--- config.mk ---
export PLATFORM = sky130hd
export DESIGN_NAME = uiec_top
export DESIGN_NICKNAME = d
export VERILOG_FILES = /design/src/rtl/uiec_pkg.sv /design/src/rtl/uiec_slot_if.sv /design/src/rtl/uiec_slot_tracker.sv /design/src/rtl/uiec_top.sv
export VERILOG_INCLUDE_DIRS = /design/src /design/src/rtl
export SDC_FILE = /design/constraint.sdc
export NUM_CORES = 1
export LEC_CHECK = 0
export BUFFER_PORTS_ARGS = -buffer_cell sky130_fd_sc_hd__buf_2
export CAP_MARGIN = 20
export CORE_MARGIN = 2
export CORE_UTILIZATION = 45
export DETAILED_ROUTE_END_ITERATION = 6
export GPL_TIMING_DRIVEN = 0
export PLACE_DENSITY = 0.73
export SYNTH_ARGS = -nofsm -noshare
export SYNTH_HDL_FRONTEND = slang
export SYNTH_SLANG_ARGS = --single-unit
--- constraint.sdc ---
create_clock -name clk -period 2.11 [get_ports clk]
set_input_delay 0 -clock clk [delete_from_list [all_inputs] [get_ports clk]]
set_output_delay 0 -clock clk [all_outputs]
set_load 0.01 [all_outputs]
--- src/rtl/uiec_defines.svh ---
// Offsets, field positions, reset values and counts of the IN endpoint control block
// Notes on behaviour
// Bulk/interrupt mode: every NAK answered to an IN token sets a sticky underrun flag.
// FIFO-has-packet bit reads 0 when empty, 1 when one or more packets wait.
// Firmware sets packet-ready only after the packet is fully loaded.
// Hardware clears packet-ready once the packet has gone to the host.
// Double buffering with a free slot: hardware clears packet-ready for the next load.
// Isochronous with SOF-synced release: packet-ready reads 0 until the next SOF.
// Clearing packet-ready on transmission raises the endpoint interrupt when enabled.
// High control bit 7 enables double buffering.
// High control bit 6 selects isochronous (1) or bulk/interrupt (0).
// Direction bit 5 counts only while unsplit; 1 means IN, 0 OUT.
// Force-toggle 0: data toggle advances only on host acknowledgement.
// Force-toggle 1: data toggle advances after every transmitted packet.
// Split bit 2 gives the upper FIFO half to IN, lower half to OUT.
// High control bits 4 and 1:0 read zero, writes ignored.
// Flush discards next packet, resets pointer, clears packet-ready, then self-clears.
// Toggle-clear write resets the data toggle to 0 and reads back 0.
// All high control bits reset to zero.
`ifndef UIEC_DEFINES_SVH
`define UIEC_DEFINES_SVH

// Register offsets
`define UIEC_OFS_CTRL_LOW   8'h11
`define UIEC_OFS_CTRL_HIGH  8'h12
`define UIEC_OFS_OPTIONS    8'h13
`define UIEC_OFS_INT_STATUS 8'h20
`define UIEC_OFS_INT_CLEAR  8'h21
`define UIEC_OFS_INT_ENABLE 8'h22
`define UIEC_OFS_FIFO_STATE 8'h23

// Low control fields
`define UIEC_BIT_READY      0
`define UIEC_BIT_HAS_PKT    1
`define UIEC_BIT_UNDERRUN   2
`define UIEC_BIT_FLUSH      3
`define UIEC_BIT_TOG_CLEAR  6

// High control fields
`define UIEC_BIT_DBUF       7
`define UIEC_BIT_ISO        6
`define UIEC_BIT_DIR        5
`define UIEC_BIT_FORCE_TOG  3
`define UIEC_BIT_SPLIT      2
`define UIEC_HIGH_MASK      8'hec
`define UIEC_HIGH_RESET     8'h00

// Options and interrupt fields
`define UIEC_BIT_SOF_SYNC   0
`define UIEC_INT_TX_DONE    0
`define UIEC_INT_UNDERRUN   1

// Slot counts
`define UIEC_SLOTS_SINGLE   2'h1
`define UIEC_SLOTS_DOUBLE   2'h2

`endif

--- src/rtl/uiec_pkg.sv ---
// Types shared by the IN endpoint control block
package uiec_pkg;

  // Link answer sequencer
  typedef enum logic [0:0] {
    UIEC_LINK_IDLE,
    UIEC_LINK_SENDING
  } uiec_link_e;

  // Register state of the controller
  typedef struct packed {
    uiec_link_e  link;
    logic        ready;
    logic        iso_hold;
    logic        underrun;
    logic        flush;
    logic        toggle;
    logic [7:0]  ctrl_high;
    logic        sof_sync;
    logic [1:0]  int_status;
    logic [1:0]  int_enable;
    logic        send_data;
    logic        send_nak;
    logic        ptr_reset;
    logic [7:0]  rdata;
  } uiec_state_s;

  // Register state of the slot tracker
  typedef struct packed {
    logic [1:0]  count;
  } uiec_slot_s;

  typedef logic [1:0] uiec_count_t;

endpackage

--- src/rtl/uiec_slot_if.sv ---
// Carrier between the controller and its packet slot tracker
`timescale 1ns/1ps
`default_nettype none
interface uiec_slot_if;
  logic               load;
  logic               unload;
  logic               double_buf;
  uiec_pkg::uiec_count_t count;
  logic               has_packet;
  logic               slot_free;

  modport tracker (input load, input unload, input double_buf,
                   output count, output has_packet, output slot_free);
  modport ctrl    (output load, output unload, output double_buf,
                   input count, input has_packet, input slot_free);
endinterface
`default_nettype wire

--- src/rtl/uiec_slot_tracker.sv ---
// Counts packets held in the IN endpoint FIFO
`timescale 1ns/1ps
`default_nettype none
`include "uiec_defines.svh"
module uiec_slot_tracker (
  // Clock and reset
  input  wire logic clk,
  input  wire logic srst,
  // Controller side
  uiec_slot_if.tracker slots
);
  import uiec_pkg::*;

  uiec_slot_s state;
  uiec_slot_s next_state;
  uiec_count_t limit;

  // Capacity follows the double-buffer setting
  assign limit = slots.double_buf ? `UIEC_SLOTS_DOUBLE : `UIEC_SLOTS_SINGLE;

  // Load and unload in one cycle cancel; underflow saturates so a flush on empty is harmless
  always_comb begin
    next_state = state;
    if (slots.load && !slots.unload && state.count < limit) begin
      next_state.count = state.count + 2'h1;
    end else if (slots.unload && !slots.load && state.count != 2'h0) begin
      next_state.count = state.count - 2'h1;
    end
  end

  // State register
  always_ff @(posedge clk) begin
    if (srst) begin
      state <= '0;
    end else begin
      state <= next_state;
    end
  end

  // Status back to the controller
  assign slots.count      = state.count;
  assign slots.has_packet = (state.count != 2'h0);
  assign slots.slot_free  = (state.count < limit);
endmodule
`default_nettype wire

--- src/rtl/uiec_top.sv ---
// IN endpoint control and status: registers, packet-ready handshake, link answers, interrupt
`timescale 1ns/1ps
`default_nettype none
`include "uiec_defines.svh"
module uiec_top (
  // Clock and reset
  input  wire logic       clk,
  input  wire logic       srst,
  // Register port
  input  wire logic [7:0] reg_addr,
  input  wire logic [7:0] reg_wdata,
  input  wire logic       reg_wr,
  input  wire logic       reg_rd,
  output logic [7:0]      reg_rdata,
  // Serial engine events
  input  wire logic       in_token,
  input  wire logic       sof_token,
  input  wire logic       tx_done,
  input  wire logic       host_ack,
  // Serial engine answers
  output logic            send_data,
  output logic            send_nak,
  output logic            data_toggle,
  // FIFO steering
  output logic            fifo_ptr_reset,
  output logic            fifo_split,
  output logic            endpoint_is_in,
  // Interrupt
  output logic            irq
);
  import uiec_pkg::*;

  uiec_state_s state;
  uiec_state_s next_state;
  uiec_slot_if slots ();

  // Decoded strobes
  logic wr_low;
  logic wr_high;
  logic wr_opt;
  logic wr_clear;
  logic wr_enable;
  logic fw_ready_set;
  logic tx_finish;
  logic in_accept;
  logic in_refuse;
  logic iso_mode;
  logic dbuf_mode;
  logic [7:0] low_view;

  // Register write decode
  function automatic logic hit(input logic [7:0] addr, input logic [7:0] ofs, input logic stb);
    hit = stb && (addr == ofs);
  endfunction

  // Packet slot tracker
  uiec_slot_tracker u_slots (
    .clk   (clk),
    .srst  (srst),
    .slots (slots.tracker)
  );

  assign wr_low    = hit(reg_addr, `UIEC_OFS_CTRL_LOW, reg_wr);
  assign wr_high   = hit(reg_addr, `UIEC_OFS_CTRL_HIGH, reg_wr);
  assign wr_opt    = hit(reg_addr, `UIEC_OFS_OPTIONS, reg_wr);
  assign wr_clear  = hit(reg_addr, `UIEC_OFS_INT_CLEAR, reg_wr);
  assign wr_enable = hit(reg_addr, `UIEC_OFS_INT_ENABLE, reg_wr);

  // Mode bits
  assign dbuf_mode = state.ctrl_high[`UIEC_BIT_DBUF];
  assign iso_mode  = state.ctrl_high[`UIEC_BIT_ISO];

  // Firmware commits a loaded packet; a commit with no free slot is dropped
  assign fw_ready_set = wr_low && reg_wdata[`UIEC_BIT_READY] && !state.ready;

  // The serial engine reports the packet on the wire is finished
  assign tx_finish = (state.link == UIEC_LINK_SENDING) && tx_done;

  // An IN token finds a packet only when one is held and not withheld for the frame
  assign in_accept = (state.link == UIEC_LINK_IDLE) && in_token && slots.has_packet && !state.iso_hold;
  assign in_refuse = (state.link == UIEC_LINK_IDLE) && in_token && !in_accept;

  // Slot bookkeeping
  assign slots.double_buf = dbuf_mode;
  assign slots.load       = fw_ready_set && slots.slot_free;
  assign slots.unload     = tx_finish || state.flush;

  // Readback view of the low control byte
  always_comb begin
    low_view                      = 8'h00;
    low_view[`UIEC_BIT_READY]     = state.ready && !state.iso_hold;
    low_view[`UIEC_BIT_HAS_PKT]   = slots.has_packet;
    low_view[`UIEC_BIT_UNDERRUN]  = state.underrun;
    low_view[`UIEC_BIT_FLUSH]     = state.flush;
    low_view[`UIEC_BIT_TOG_CLEAR] = 1'b0;
  end

  // Next-state logic for the whole controller
  always_comb begin
    next_state           = state;
    next_state.send_data = 1'b0;
    next_state.send_nak  = 1'b0;
    next_state.ptr_reset = 1'b0;

    // Configuration writes; unused high bits are masked away
    if (wr_high) begin
      next_state.ctrl_high = reg_wdata & `UIEC_HIGH_MASK;
    end
    if (wr_opt) begin
      next_state.sof_sync = reg_wdata[`UIEC_BIT_SOF_SYNC];
    end
    if (wr_enable) begin
      next_state.int_enable = reg_wdata[1:0];
    end

    // Underrun flag: firmware clears by writing 0, a new NAK in the same cycle wins
    if (wr_low && !reg_wdata[`UIEC_BIT_UNDERRUN]) begin
      next_state.underrun = 1'b0;
    end

    // Packet commit from firmware
    if (slots.load) begin
      if (dbuf_mode && slots.count == 2'h0) begin
        next_state.ready = 1'b0;
      end else begin
        next_state.ready = 1'b1;
      end
      if (iso_mode && state.sof_sync) begin
        next_state.iso_hold = 1'b1;
      end
    end

    // The frame start releases a withheld isochronous packet
    if (sof_token) begin
      next_state.iso_hold = 1'b0;
    end

    // Flush request: one packet discarded on the following cycle
    if (state.flush) begin
      next_state.flush     = 1'b0;
      next_state.ready     = 1'b0;
      next_state.ptr_reset = 1'b1;
    end
    // A new request wins over the self-clear, so back-to-back flushes each discard a packet
    if (wr_low && reg_wdata[`UIEC_BIT_FLUSH]) begin
      next_state.flush = 1'b1;
    end

    // Toggle-clear is an action, not a stored bit
    if (wr_low && reg_wdata[`UIEC_BIT_TOG_CLEAR]) begin
      next_state.toggle = 1'b0;
    end

    // Link answer sequencer
    case (state.link)
      UIEC_LINK_IDLE: begin
        if (in_accept) begin
          next_state.send_data = 1'b1;
          next_state.link      = UIEC_LINK_SENDING;
        end else if (in_refuse) begin
          next_state.send_nak = 1'b1;
          if (!iso_mode) begin
            next_state.underrun                     = 1'b1;
            next_state.int_status[`UIEC_INT_UNDERRUN] = 1'b1;
          end
        end
      end
      UIEC_LINK_SENDING: begin
        if (tx_done) begin
          next_state.link = UIEC_LINK_IDLE;
          // Ready always drops on a sent packet; with double buffering a slot is now free
          next_state.ready = 1'b0;
          next_state.int_status[`UIEC_INT_TX_DONE] = 1'b1;
          if (state.ctrl_high[`UIEC_BIT_FORCE_TOG]) begin
            next_state.toggle = ~state.toggle;
          end else if (host_ack) begin
            next_state.toggle = ~state.toggle;
          end
        end
      end
      default: begin
        next_state.link = UIEC_LINK_IDLE;
      end
    endcase

    // Interrupt status: write-one-to-clear, a new event in the same cycle wins
    if (wr_clear) begin
      next_state.int_status = next_state.int_status & ~reg_wdata[1:0];
      if (tx_finish) begin
        next_state.int_status[`UIEC_INT_TX_DONE] = 1'b1;
      end
      if (in_refuse && !iso_mode) begin
        next_state.int_status[`UIEC_INT_UNDERRUN] = 1'b1;
      end
    end

    // Read data stand one cycle after the strobe and only then
    next_state.rdata = 8'h00;
    if (reg_rd) begin
      case (reg_addr)
        `UIEC_OFS_CTRL_LOW:   next_state.rdata = low_view;
        `UIEC_OFS_CTRL_HIGH:  next_state.rdata = state.ctrl_high & `UIEC_HIGH_MASK;
        `UIEC_OFS_OPTIONS:    next_state.rdata = {7'h00, state.sof_sync};
        `UIEC_OFS_INT_STATUS: next_state.rdata = {6'h00, state.int_status};
        `UIEC_OFS_INT_ENABLE: next_state.rdata = {6'h00, state.int_enable};
        `UIEC_OFS_FIFO_STATE: next_state.rdata = {4'h0, state.toggle, state.link == UIEC_LINK_SENDING, slots.count};
        default:              next_state.rdata = 8'h00;
      endcase
    end
  end

  // State register; every control bit clears on reset
  always_ff @(posedge clk) begin
    if (srst) begin
      state           <= '0;
      state.link      <= UIEC_LINK_IDLE;
      state.ctrl_high <= `UIEC_HIGH_RESET;
    end else begin
      state <= next_state;
    end
  end

  // Outputs
  assign reg_rdata      = state.rdata;
  assign send_data      = state.send_data;
  assign send_nak       = state.send_nak;
  assign data_toggle    = state.toggle;
  assign fifo_ptr_reset = state.ptr_reset;
  assign fifo_split     = state.ctrl_high[`UIEC_BIT_SPLIT];
  // A split FIFO always serves IN on its upper half, so direction only matters unsplit
  assign endpoint_is_in = state.ctrl_high[`UIEC_BIT_SPLIT] | state.ctrl_high[`UIEC_BIT_DIR];
  assign irq            = |(state.int_status & state.int_enable);
endmodule
`default_nettype wire

==> metrics.txt <==
commonest non-fill, non-tap cell in the layout=buf_2; Post-Syn Nets=181; Clk Latency, worst-skew pair=0.33 ns; initial antenna violation count=0; most frequent cells in the layout=35 x buf_2, 28 x dfxtp_1, 26 x nor2_1, 13 x dlygate4sd3_1, 12 x nand2_1; mux contribution to synthesized area=6.71%; post-CTS sizing=0; Clock Sink Count=28; Critical Path Source Type=register; Worst path max stage delay=0.52 ns; Root Buffer=clkbuf_4; total power=0.982 mW; CTS tree=built; share of layout cells above drive strength 1=29.0%; # DRC=0; Setup TNS=0 ns; Post-synth EDFFs=0; crit end category=register; Die Wd=59 um; dpl hpwl=2500 um; Syn Inst Count=approximately 160; Placer Congestion=0.857; adder and majority gate portion of the synthesized area=less than 1%; Synth Area in Compound Gates=a little over an eighth; ranking of synthesized cells by area=dfxtp_1 41%, nor2_1 7.2%, mux2i_1 5.9%; # setup viols final=0; hold slack final=0.0184 ns; critical path peak fanout=8; fin util=62.5%; Seq cells post-synth=28; final worst slack=approximately 0.33 ns; Clock Skew=~0.0044 ns; Post-Place Worst Slack=0.379 ns; CP top delay family=simple AND/OR/NAND/NOR gates; top cell type by total area after synthesis=dfxtp_1; Worst EP required=2.33 ns; Max Clk Rate=561 MHz; Total GRT Usage=20.9%; synth-to-layout area growth=28.8%; Slew HR=62.5%; power per standard cell area=560 nW/um2; Std-Cell Rows=19; initial core utilization=48.5%; post-route ant nets=0; crit path kind=register to register; simple-gate area share of the yosys netlist=31.1%; cts bufs inserted=3; total setup buffers inserted after CTS=0; sequential share of the synthesized area=41.2%; via count=1338; Slew @ Worst Pin=~0.56 ns; CP bufs+invs=0; Avg Inst Size Synth=8.73 um2; Die Ht=roughly 59 um; nets@finish=233; Final period util=84.5%; global-route wire length before repair=5540 um; post-synth cell types=48; Max clock buf depth=2; largest net degree at the start of global routing=17; number of DRC markers in iteration 0=40; Die Area=3480 um2; minimum clock period=1.78 ns; overflow left after global routing=0; Main synth FF type=dfxtp_1; mapped cell area=approximately 1400 um2; status=finished, final reports clean; WL/cell=14.3 um; asr flop ratio synth=0%; via density per instance=around 5.6; largest family of logic cells by synthesized area=simple AND/OR/NAND/NOR gates; YS warnings=0; unrepaired setup endpoints after global routing=false; P_leak=0.734 nW; Worst Hold Class=primary input to register; worst vdd ir=a little over 300 uV; Post-Synth XOR/XNOR Area=0%; drt pass-1 iters=4; clock slew at reported path FFs=around 0.15 ns; fin. max-slew vios=0; CTS hold repair buffers=13; # diodes=0; area share of the largest cell type after synthesis=41.2%; drt total wl=around 3400 um; worst path cell trace=ha_1 -> o21ai_0 -> nand3_2 -> nor3_1 -> and3_2 -> nor4_1; Worst path slowest cell=dfxtp_1; crit path DAT=~2 ns; port bufs=34; count of final hold-check violations=0; H-tree depth=1; number of global-route vias before repair=1244; Max Cap Viol=0; core area=2810 um2; Ports=39
[layer usage]
layer | track usage, % | share of wire, %
met2 | 36.0 | 50
met5 | 0 | 0
met3 | 3.49 | 6.0
met4 | 7.47 | 2.6
met1 | 26.3 | 42
[registers in the layout, indices dropped and copies added, names as in the netlist]
name / cells
data_toggle: 1
dbuf_mode: 1
fifo_ptr_reset: 1
fifo_split: 1
iso_mode: 1
low_view: 2
reg_rdata: 7
send_data: 1
send_nak: 1
state: 10
u_slots.slots.count: 2
[worst reg2reg max path, cell delays in order, from the launching register on]
cell and delay (ns):
dfxtp_1 0.52, ha_1 0.28, o21ai_0 0.10, nand3_2 0.13, nor3_1 0.37, and3_2 0.24
nor4_1 0.04
[power by group]
group	internal [mW]	switching, mW	total (mW)
combinational	0.0472	0.0468	0.0940
clock	0.192	0.161	0.353
sequential	0.533	0.00229	0.535
[path summary, 6_finish.rpt]
kind,startpoint,endpoint,slack (ns),cells past startpoint
worst min-delay path,reg_addr[2],reg_rdata[1],0.02,4
worst min register to register,state[21],reg_rdata[5],0.50,1
worst max-delay path,u_slots.slots.count[1],u_slots.slots.count[1],0.33,6
worst max register to register,u_slots.slots.count[1],u_slots.slots.count[1],0.33,6
[cells in the mapped netlist (2+ instances only)]
library cell	instances
a21oi_1	9
a22oi_1	2
a31oi_1	3
and2_1	4
buf_4	9
clkbuf_1	2
dfxtp_1	28
mux2i_1	8
nand2_1	12
nand2b_1	2
nand3_1	3
nand3b_1	2
nor2_1	26
nor2b_1	3
nor3_1	5
nor4_1	2
o21ai_0	5
[kinds of logic (layout without fill, tap and decap cells)]
family	count (synthesis)	after routing
simple gates	75	75
other cells	1	1
flops	28	28
fa+ha+maj	1	1
buf+inv	13	64
compound gates	29	29
mux	9	9
[area by class of cell]
type	count	area, um2
clock inverter	1	30.0
multi-input combinational	115	717
inverter	1	3.75
fill	261	1050
sequential	28	561
tap	31	38.8
clock buffer	3	22.5
buffer	12	80.1
timing repair buffer	47	300
[per-stage QoR]
step	cell area, um2	instances
floorplan	1360	156
global placement	1570	221
detailed placement	1570	221
CTS	1750	238
global route	1750	238
finish	1750	238
Power figures use the tool's default switching activity.
